--- src/rfsh_regs.vh ---
`ifndef RFSH_REGS_VH
`define RFSH_REGS_VH

// ****************************************************************
// apb register map (byte addresses, one word each)
// ****************************************************************
`define RFSH_OFS_CTRL        8'h00
`define RFSH_OFS_ADDR        8'h04
`define RFSH_OFS_WDATA       8'h08
`define RFSH_OFS_RDATA       8'h0C
`define RFSH_OFS_STATUS      8'h10

// control word fields
`define RFSH_CTRL_START      0
`define RFSH_CTRL_FIFO       1
`define RFSH_CTRL_READ       2

// status word fields
`define RFSH_STAT_BUSY       0
`define RFSH_STAT_DONE       1

// reset values
`define RFSH_RST_ADDR        7'h00
`define RFSH_RST_WDATA       8'h00
`define RFSH_RST_RDATA       8'h00

// ****************************************************************
// frame shape
// ****************************************************************
`define RFSH_REG_BITS        5'h10
`define RFSH_FIFO_BITS       5'h08
`define RFSH_REG_RELEASE     5'h09

// ****************************************************************
// timing: figures in their own units, counts derived from pclk
// ****************************************************************
`define RFSH_PCLK_KHZ        25000
`define RFSH_SCLK_MAX_KHZ    5000
`define RFSH_FIFO_HOLD_NS    2000
`define RFSH_FIFO_GAP_NS     4000
// least times round up to whole pclk cycles
`define RFSH_HALF_CYC   ((`RFSH_PCLK_KHZ + 2 * `RFSH_SCLK_MAX_KHZ - 1) / (2 * `RFSH_SCLK_MAX_KHZ))
`define RFSH_HOLD_CYC   ((`RFSH_FIFO_HOLD_NS * (`RFSH_PCLK_KHZ / 1000) + 999) / 1000)
`define RFSH_GAP_CYC    ((`RFSH_FIFO_GAP_NS * (`RFSH_PCLK_KHZ / 1000) + 999) / 1000)

`endif

--- src/rfsh_sync2.v ---
`timescale 1ns/10ps
// ****************************************************************
// two-flop synchroniser for one pin level
// ****************************************************************
module rfsh_sync2 (
    // clock and reset
    input  wire pclk,
    input  wire presetn,
    // level in and out
    input  wire d_in,
    output wire d_sync
);

    reg meta_q;
    reg sync_q;

    // first flop is read only by the second
    always @(posedge pclk or negedge presetn) begin
        if (!presetn) begin
            meta_q <= 1'b0;
            sync_q <= 1'b0;
        end else begin
            meta_q <= d_in;
            sync_q <= meta_q;
        end
    end

    assign d_sync = sync_q;

endmodule // rfsh_sync2

--- src/rfsh_timer.v ---
`timescale 1ns/10ps
// ****************************************************************
// loadable down counter timing every phase of a frame
// ****************************************************************
module rfsh_timer (
    // clock and reset
    input  wire       pclk,
    input  wire       presetn,
    // load a fresh count of cycles
    input  wire       load,
    input  wire [7:0] load_val,
    // current count and end of phase
    output wire [7:0] count,
    output wire       expired
);

    reg [7:0] cnt_q;
    reg [7:0] cnt_d;

    // count holds at zero once run out
    always @* begin
        cnt_d = cnt_q;
        if (load)
            cnt_d = load_val;
        else if (cnt_q != 8'h00)
            cnt_d = cnt_q - 8'h01;
    end

    always @(posedge pclk or negedge presetn) begin
        if (!presetn)
            cnt_q <= 8'h00;
        else
            cnt_q <= cnt_d;
    end

    // a phase loaded with n lasts exactly n cycles
    assign count   = cnt_q;
    assign expired = (cnt_q <= 8'h01);

endmodule // rfsh_timer

--- src/rfsh_host.v ---
// Added by the designer: the register addresses and the APB interface to the registers.
`timescale 1ns/10ps
`include "rfsh_regs.vh"
// ****************************************************************
// serial host for the radio register and buffer port
// ****************************************************************
module rfsh_host (
    // clock and reset
    input  wire        pclk,
    input  wire        presetn,
    // apb slave
    input  wire [7:0]  paddr,
    input  wire        psel,
    input  wire        penable,
    input  wire        pwrite,
    input  wire [31:0] pwdata,
    output wire [31:0] prdata,
    output wire        pready,
    output wire        pslverr,
    // serial link to the radio
    output wire        sclk,
    output wire        reg_select_n,
    output wire        fifo_select_n,
    input  wire        sdio_i,
    output wire        sdio_o,
    output wire        sdio_oe
);

    // ****************************************************************
    // phase lengths in pclk cycles
    // ****************************************************************
    // integer forms first, then cut to the timer width on purpose
    localparam integer HALF_INT = `RFSH_HALF_CYC;
    localparam integer FULL_INT = 2 * `RFSH_HALF_CYC;
    localparam integer HOLD_INT = `RFSH_HOLD_CYC;
    localparam integer GAP_INT  = `RFSH_GAP_CYC;
    // limitation: a count above 255 would need a wider timer
    localparam [7:0]   HALF_CYC = HALF_INT[7:0];
    localparam [7:0]   FULL_CYC = FULL_INT[7:0];
    localparam [7:0]   HOLD_CYC = HOLD_INT[7:0];
    localparam [7:0]   GAP_CYC  = GAP_INT[7:0];

    // frame states
    localparam [2:0] S_IDLE = 3'h0;
    localparam [2:0] S_LEAD = 3'h1;
    localparam [2:0] S_LOW  = 3'h2;
    localparam [2:0] S_HIGH = 3'h3;
    localparam [2:0] S_TAIL = 3'h4;
    localparam [2:0] S_GAP  = 3'h5;

    // ****************************************************************
    // declarations
    // ****************************************************************
    reg  [2:0]  state_q;
    reg  [2:0]  state_d;
    reg  [6:0]  addr_q;
    reg  [7:0]  wdata_q;
    reg  [7:0]  rdata_q;
    reg  [7:0]  rdata_d;
    reg         done_q;
    reg         done_d;
    reg         kind_fifo_q;
    reg         kind_fifo_d;
    reg         dir_read_q;
    reg         dir_read_d;
    reg  [15:0] shift_q;
    reg  [15:0] shift_d;
    reg  [4:0]  bits_q;
    reg  [4:0]  bits_d;
    reg         sclk_q;
    reg         sclk_d;
    reg         rsel_n_q;
    reg         rsel_n_d;
    reg         fsel_n_q;
    reg         fsel_n_d;
    reg         oe_q;
    reg         oe_d;
    reg  [31:0] prdata_q;
    reg  [31:0] prdata_d;
    reg         tmr_load;
    reg  [7:0]  tmr_val;
    wire [7:0]  tmr_count;
    wire        tmr_expired;
    wire        sdio_s;
    wire        apb_setup;
    wire        apb_wr;
    wire        mapped;
    wire        start_req;
    wire        frame_end;

    // ****************************************************************
    // submodules
    // ****************************************************************
    // pin input crosses into pclk before anything reads it
    rfsh_sync2 u_sync (
        .pclk    (pclk),
        .presetn (presetn),
        .d_in    (sdio_i),
        .d_sync  (sdio_s)
    );

    // one timer serves every phase, so phases never overlap
    rfsh_timer u_timer (
        .pclk     (pclk),
        .presetn  (presetn),
        .load     (tmr_load),
        .load_val (tmr_val),
        .count    (tmr_count),
        .expired  (tmr_expired)
    );

    // ****************************************************************
    // apb decode
    // ****************************************************************
    // zero wait states: read data is latched in the setup cycle, writes in the access cycle
    assign apb_setup = psel & ~penable;
    assign apb_wr    = psel & penable & pwrite;
    assign mapped    = (paddr == `RFSH_OFS_CTRL)  | (paddr == `RFSH_OFS_ADDR) |
                       (paddr == `RFSH_OFS_WDATA) | (paddr == `RFSH_OFS_RDATA) |
                       (paddr == `RFSH_OFS_STATUS);
    assign pready    = 1'b1;
    assign pslverr   = psel & penable & ~mapped;
    assign prdata    = prdata_q;

    // a start while busy is dropped; busy shows it in status
    // frames only on software order
    assign start_req = apb_wr & (paddr == `RFSH_OFS_CTRL) &
                       pwdata[`RFSH_CTRL_START] & (state_q == S_IDLE);
    assign frame_end = (state_q == S_GAP) & tmr_expired;

    // status is caught at setup, so a poll may lag by a cycle
    // read data mux, registered for the access cycle
    always @* begin
        prdata_d = prdata_q;
        if (apb_setup) begin
            prdata_d = 32'h0000_0000;
            case (paddr)
                `RFSH_OFS_CTRL: begin
                    prdata_d[`RFSH_CTRL_FIFO] = kind_fifo_q;
                    prdata_d[`RFSH_CTRL_READ] = dir_read_q;
                end
                `RFSH_OFS_ADDR:  prdata_d[6:0] = addr_q;
                `RFSH_OFS_WDATA: prdata_d[7:0] = wdata_q;
                `RFSH_OFS_RDATA: prdata_d[7:0] = rdata_q;
                `RFSH_OFS_STATUS: begin
                    prdata_d[`RFSH_STAT_BUSY] = (state_q != S_IDLE);
                    prdata_d[`RFSH_STAT_DONE] = done_q;
                end
                default: prdata_d = 32'h0000_0000;
            endcase
        end
    end

    // address and write byte registers
    always @(posedge pclk or negedge presetn) begin
        if (!presetn) begin
            addr_q  <= `RFSH_RST_ADDR;
            wdata_q <= `RFSH_RST_WDATA;
        end else if (apb_wr) begin
            if (paddr == `RFSH_OFS_ADDR)
                addr_q <= pwdata[6:0];
            if (paddr == `RFSH_OFS_WDATA)
                wdata_q <= pwdata[7:0];
        end
    end

    // done is sticky; a frame ending in the clearing cycle wins
    always @* begin
        done_d = done_q;
        if (apb_wr && (paddr == `RFSH_OFS_STATUS) && pwdata[`RFSH_STAT_DONE])
            done_d = 1'b0;
        if (start_req)
            done_d = 1'b0;
        if (frame_end)
            done_d = 1'b1;
    end

    // ****************************************************************
    // frame sequencer
    // ****************************************************************
    always @* begin
        state_d     = state_q;
        kind_fifo_d = kind_fifo_q;
        dir_read_d  = dir_read_q;
        shift_d     = shift_q;
        bits_d      = bits_q;
        sclk_d      = sclk_q;
        rsel_n_d    = rsel_n_q;
        fsel_n_d    = fsel_n_q;
        oe_d        = oe_q;
        rdata_d     = rdata_q;
        tmr_load    = 1'b0;
        tmr_val     = HALF_CYC;
        case (state_q)
            S_IDLE: begin
                // clock rests low between frames
                sclk_d = 1'b0;
                if (start_req) begin
                    kind_fifo_d = pwdata[`RFSH_CTRL_FIFO];
                    dir_read_d  = pwdata[`RFSH_CTRL_READ];
                    tmr_load    = 1'b1;
                    state_d     = S_LEAD;
                    if (pwdata[`RFSH_CTRL_FIFO]) begin
                        // only one select at a time
                        fsel_n_d = 1'b0;
                        shift_d  = {wdata_q, 8'h00};
                        bits_d   = `RFSH_FIFO_BITS;
                        oe_d     = ~pwdata[`RFSH_CTRL_READ];
                        tmr_val  = FULL_CYC;
                    end else begin
                        rsel_n_d = 1'b0;
                        shift_d  = {pwdata[`RFSH_CTRL_READ], addr_q, wdata_q};
                        bits_d   = `RFSH_REG_BITS;
                        oe_d     = 1'b0;
                        tmr_val  = HALF_CYC;
                    end
                end
            end
            S_LEAD: begin
                if (tmr_expired) begin
                    tmr_load = 1'b1;
                    tmr_val  = HALF_CYC;
                    if (kind_fifo_q) begin
                        // buffer frames open on a rise, no low phase first
                        sclk_d  = 1'b1;
                        state_d = S_HIGH;
                    end else begin
                        oe_d    = 1'b1;
                        state_d = S_LOW;
                    end
                end
            end
            S_LOW: begin
                if (tmr_expired) begin
                    sclk_d   = 1'b1;
                    tmr_load = 1'b1;
                    tmr_val  = HALF_CYC;
                    state_d  = S_HIGH;
                end
            end
            S_HIGH: begin
                // let go one cycle before the fall
                if (!kind_fifo_q && dir_read_q && (bits_q == `RFSH_REG_RELEASE) &&
                    (tmr_count == 8'h02))
                    oe_d = 1'b0;
                if (tmr_expired) begin
                    sclk_d   = 1'b0;
                    shift_d  = {shift_q[14:0], sdio_s};
                    bits_d   = bits_q - 5'h01;
                    tmr_load = 1'b1;
                    if (bits_q == 5'h01) begin
                        rdata_d = {shift_q[6:0], sdio_s};
                        oe_d    = 1'b0;
                        state_d = S_TAIL;
                        tmr_val = kind_fifo_q ? HOLD_CYC : HALF_CYC;
                    end else begin
                        // more bits to go: back to a low phase
                        tmr_val = HALF_CYC;
                        state_d = S_LOW;
                    end
                end
            end
            S_TAIL: begin
                // only one select was low, so raising both is safe
                if (tmr_expired) begin
                    rsel_n_d = 1'b1;
                    fsel_n_d = 1'b1;
                    tmr_load = 1'b1;
                    // 4 us high between buffer accesses
                    tmr_val  = kind_fifo_q ? GAP_CYC : HALF_CYC;
                    state_d  = S_GAP;
                end
            end
            S_GAP: begin
                // gap over: busy drops and done rises
                if (tmr_expired)
                    state_d = S_IDLE;
            end
            default: begin
                rsel_n_d = 1'b1;
                fsel_n_d = 1'b1;
                oe_d     = 1'b0;
                sclk_d   = 1'b0;
                state_d  = S_IDLE;
            end
        endcase
    end

    // ****************************************************************
    // state and pin flops
    // ****************************************************************
    // reset leaves the link idle: clock low, selects high
    // half period count keeps sclk under its ceiling
    always @(posedge pclk or negedge presetn) begin
        if (!presetn) begin
            state_q     <= S_IDLE;
            kind_fifo_q <= 1'b0;
            dir_read_q  <= 1'b0;
            shift_q     <= 16'h0000;
            bits_q      <= 5'h00;
            sclk_q      <= 1'b0;
            rsel_n_q    <= 1'b1;
            fsel_n_q    <= 1'b1;
            oe_q        <= 1'b0;
            rdata_q     <= `RFSH_RST_RDATA;
            done_q      <= 1'b0;
            prdata_q    <= 32'h0000_0000;
        end else begin
            state_q     <= state_d;
            kind_fifo_q <= kind_fifo_d;
            dir_read_q  <= dir_read_d;
            shift_q     <= shift_d;
            bits_q      <= bits_d;
            sclk_q      <= sclk_d;
            rsel_n_q    <= rsel_n_d;
            fsel_n_q    <= fsel_n_d;
            oe_q        <= oe_d;
            rdata_q     <= rdata_d;
            done_q      <= done_d;
            prdata_q    <= prdata_d;
        end
    end

    // pins straight from flops, no glitches on the link
    assign sclk          = sclk_q;
    assign reg_select_n  = rsel_n_q;
    assign fifo_select_n = fsel_n_q;
    // sdio_o always shows the top bit; oe decides who owns the line
    assign sdio_o        = shift_q[15];
    assign sdio_oe       = oe_q;

endmodule // rfsh_host

--- config.mk ---
export PLATFORM = sky130hd
export DESIGN_NAME = rfsh_host
export DESIGN_NICKNAME = d
export VERILOG_FILES = /design/src/rfsh_sync2.v /design/src/rfsh_timer.v /design/src/rfsh_host.v
export VERILOG_INCLUDE_DIRS = /design/src
export SDC_FILE = /design/constraint.sdc
export NUM_CORES = 1
export LEC_CHECK = 0
export ABC_AREA = 0
export BUFFER_PORTS_ARGS = -buffer_cell sky130_fd_sc_hd__clkbuf_2
export CORE_UTILIZATION = 35
export CTS_CLUSTER_SIZE = 30
export DETAILED_ROUTE_END_ITERATION = 12
export MAX_ROUTING_LAYER = met4
export SLEW_MARGIN = 20
export SYNTH_ARGS = -nofsm -noshare
export SYNTH_HDL_FRONTEND = slang
export SYNTH_HIERARCHICAL = 1
export SYNTH_SLANG_ARGS = --single-unit
export TNS_END_PERCENT = 1
--- constraint.sdc ---
create_clock -name pclk -period 4 [get_ports pclk]
set_clock_uncertainty 0.1 [all_clocks]
set_input_delay 0.4 -clock pclk [delete_from_list [all_inputs] [get_ports pclk]]
set_output_delay 0.4 -clock pclk [all_outputs]
set_load 0.02 [all_outputs]
==> run_results.csv <==
group,metric,value,unit
outcome,status,"complete, but fails checks",
outcome,violations,"design-rule violations",
cts,clockRootBuffer,"clkbuf_16",
timing,relSlewSlack,36.9,%
die,die_area,0.0123,sq mm
critical_path,path_delay_family,"simple AND/OR/NAND/NOR gates",
timing,fin_tns_setup,0,ns
critical_path,slowest_stage,"or4_1",
die,start_util,36.1,%
synth,synthTopCellsByArea,"dfrtp_1, mux2_2, mux2_4",
pwr,peakVddDrop,0.310,mV
cts,htreeDepth,3,
synth,synth_flop_cell,"dfrtp_1",
detailed_routing,drc,13,
die,die_h,111,microns
critical_path,path_buf_inv,1,
cells_and_area,final_common_cell,"dfrtp_1",
critical_path,r2r_start,"u_timer/count[3]",
cts,numCtsBuffers,9,
global_routing,first_global_vias,2842,
synth,synth_edf_count,0,
cells_and_area,mostFrequentLayoutCells,"dfrtp_1, nand2_1, clkbuf_2, mux2_2",
critical_path,crit_type,"reg -> reg",
synth,yosys.area.top_type_share,42.1,%
timing,slew_viol_final,0,
critical_path,crit_path_start_kind,"register",
critical_path,path_cells,"or4_1, nor4_2, buf_4, and2_1, and2_1, nand2b_1, mux2_2",
synth,yosysTopAreaCell,"dfrtp_1",
die,core,0.0115,sq mm
detailed_routing,viasPerCell,5.20,
cells_and_area,layout-drive-gt1-share,24.8,%
critical_path,critPathArrivalTime,3.11,ns
cells_and_area,post-route-util,39.9,%
job,cap_violations,0,
synth,synth_area,0.00416,sq mm
die,fp-row-count,39,
die,die_x,111,microns
cells_and_area,antenna_cells,0,
pwr,power_density,493,mW/mm^2
placed_design,post-dp-hpwl,6090,microns
cts,clkLatencyLatePin,0.34,ns
cts,cts_buffer_depth,2,
pwr,leakage,2.06,nW
detailed_routing,firstDrtPassIters,8,
placed_design,placedCellCount,566,
die,io_pins,85,
synth,avgSynthCellArea,10.1,sq um
critical_path,worst-r2r-setup-slack,1.00,ns
timing,period_minus_slack,3.00,ns
critical_path,cp_common_cell,"and2_1",
timing,finalCritPeriodShare,74.9,%
timing,rsz0062_at_grt,"false",
critical_path,reg2reg_depth,7,
cells_and_area,nets,484,
detailed_routing,ant_nets,0,
cts,clkSlewWorstSetupHoldPaths,0.05,ns
cells_and_area,regArea,0.00180,sq mm
cts,cts_tree,"yes",
global_routing,grt_usage,16.0,%
critical_path,cpPeakStageDelay,0.69,ns
synth,synth-async-reset-ratio,100,%
synth,postSynthCellCount,411,
global_routing,grt-ovfl-total,0,
cts,cts_resized,0,
detailed_routing,drt-wirelength-per-cell,15.4,microns
detailed_routing,routed_wl,8990,microns
cells_and_area,area_growth,10.5,%
synth,synth-seq-cells,72,
timing,final-hold-violation-count,0,
synth,synth.distinct_cells,60,
synth,yosysWarningCount,6,
hold_path,hp-class,"in -> async",
placed_design,place.gp.congestion,0.797,
detailed_routing,dr.first_iter.drc_count,259,
placed_design,port_buffers,35,
global_routing,antenna_found_initial,0,
timing,timing.fmax,334,MHz
cells_and_area,multi_input_area,0.00208,sq mm
synth,seq_area_frac_synth,43.4,%
cells_and_area,final_cell_count_no_fill,582,
critical_path,crit_fanout,16,
critical_path,r2r_end,"rdata_q[5]",
cells_and_area,fillers,1128,
global_routing,grt_pass1_wl,15100,microns
critical_path,crit_path_end_kind,"register",
detailed_routing,route.vias.total,3025,
cts,post-cts-setup-buffer-count,0,
timing,tightest_slew,0.946,ns
cts,cts_hold_buf,0,
critical_path,worst-path-stages,7,
critical_path,required,4.12,ns
cts,cts.sinks,72,
global_routing,grt_max_degree,73,
timing,setup_violations,0,
-- synth_stat cells (2+ instances only) --
| master | count |
|---|---|
| nor4b_1 | 2 |
| or4_4 | 2 |
| dfstp_2 | 2 |
| nand4_1 | 4 |
| nor3_1 | 7 |
| nor4_1 | 6 |
| clkbuf_1 | 19 |
| or3_1 | 2 |
| or4_1 | 3 |
| o31ai_1 | 7 |
| o21ai_0 | 27 |
| a211oi_1 | 3 |
| and3_1 | 2 |
| buf_6 | 2 |
| nand2_1 | 44 |
| nand4b_1 | 4 |
| buf_4 | 25 |
| o211ai_1 | 3 |
| a221oi_1 | 2 |
| and2_1 | 3 |
| mux2_4 | 16 |
| nand3_1 | 16 |
| or2_2 | 2 |
| mux2_2 | 29 |
| o31a_1 | 2 |
| nor2_1 | 18 |
| mux2i_1 | 11 |
| nor2b_1 | 6 |
| o22ai_1 | 2 |
| a31oi_1 | 4 |
| conb_1 | 2 |
| buf_1 | 2 |
| ha_1 | 4 |
| inv_1 | 11 |
| dfrtp_1 | 70 |
| a22o_1 | 8 |
| a21oi_1 | 11 |
| nand2b_1 | 5 |
| nand3b_1 | 2 |
-- worst max-delay path by stage --
| stage | slack [ns] | endpoint | startpoint |
|---|---|---|---|
| after CTS | 1.03 | rdata_q[5] | u_timer/count[3] |
| after global routing | 0.83 | rdata_q[5] | u_timer/count[3] |
| after floorplan | 0.96 | u_timer/count[5] | u_timer/count[4] |
| after global placement | 1.04 | rdata_q[5] | u_timer/count[3] |
| after detailed placement | 0.95 | u_timer/count[5] | paddr[2] |
| final | 1.00 | rdata_q[5] | u_timer/count[3] |
-- area by class of cell --
class | count | share of cell area (%)
inverter | 12 | 0.980
sequential | 72 | 39.3
multi-input combinational | 301 | 45.3
clock inverter | 4 | 0.626
clock buffer | 12 | 5.58
tap | 143 | 3.89
timing repair buffer | 38 | 4.36
-- registers in the layout, summed over array words and instances, names as in the netlist --
register       count
done_q             1
wdata_q            8
shift_q           16
dir_read_q         1
reg_select_n       1
u_timer/count      8
state_q            3
bits_q             5
addr_q             7
prdata             8
sdio_oe            1
u_sync/d_sync      1
rdata_q            8
sclk               1
kind_fifo_q        1
u_sync/meta_q      1
fifo_select_n      1
-- stage by stage --
stage               setup slack (ns)  total power [W]  instance area [sq um]  hold WS (ns)
finish                          1.00          0.00227                   4600        0.0659
detailed placement             0.952          0.00152                   4310         0.236
global route                   0.827          0.00240                   4600        0.0699
CTS                             1.03          0.00229                   4600        0.0657
global placement                1.04          0.00150                   4310         0.232
floorplan                      0.959          0.00139                   4250       0.00441
-- cell families (layout without fill, tap and decap cells) --
group / after synthesis / after routing / synth area share, %
compound gates: 79 / 79 / 12.6
xor+xnor: 2 / 2 / 0.421
fa+ha+maj: 4 / 4 / 1.20
buf+inv: 63 / 66 / 8.99
flops: 72 / 72 / 43.4
mux: 57 / 57 / 16.8
other cells: 2 / 27 / 0.181
simple gates: 132 / 132 / 16.4
-- power by group --
part	internal, W	total, W	switching (W)
combinational	0.000234	0.000555	0.000321
clock	0.000453	0.000759	0.000305
sequential	0.000820	0.000954	0.000134
total	0.00151	0.00227	0.000760
-- layer usage --
layer | wire (microns) | track usage (%)
met1 | 4360 | 20.8
met2 | 4210 | 25.2
met3 | 336 | 3.66
met4 | 87 | 4.77
met5 | 0 | -
Power figures use the tool's default switching activity.
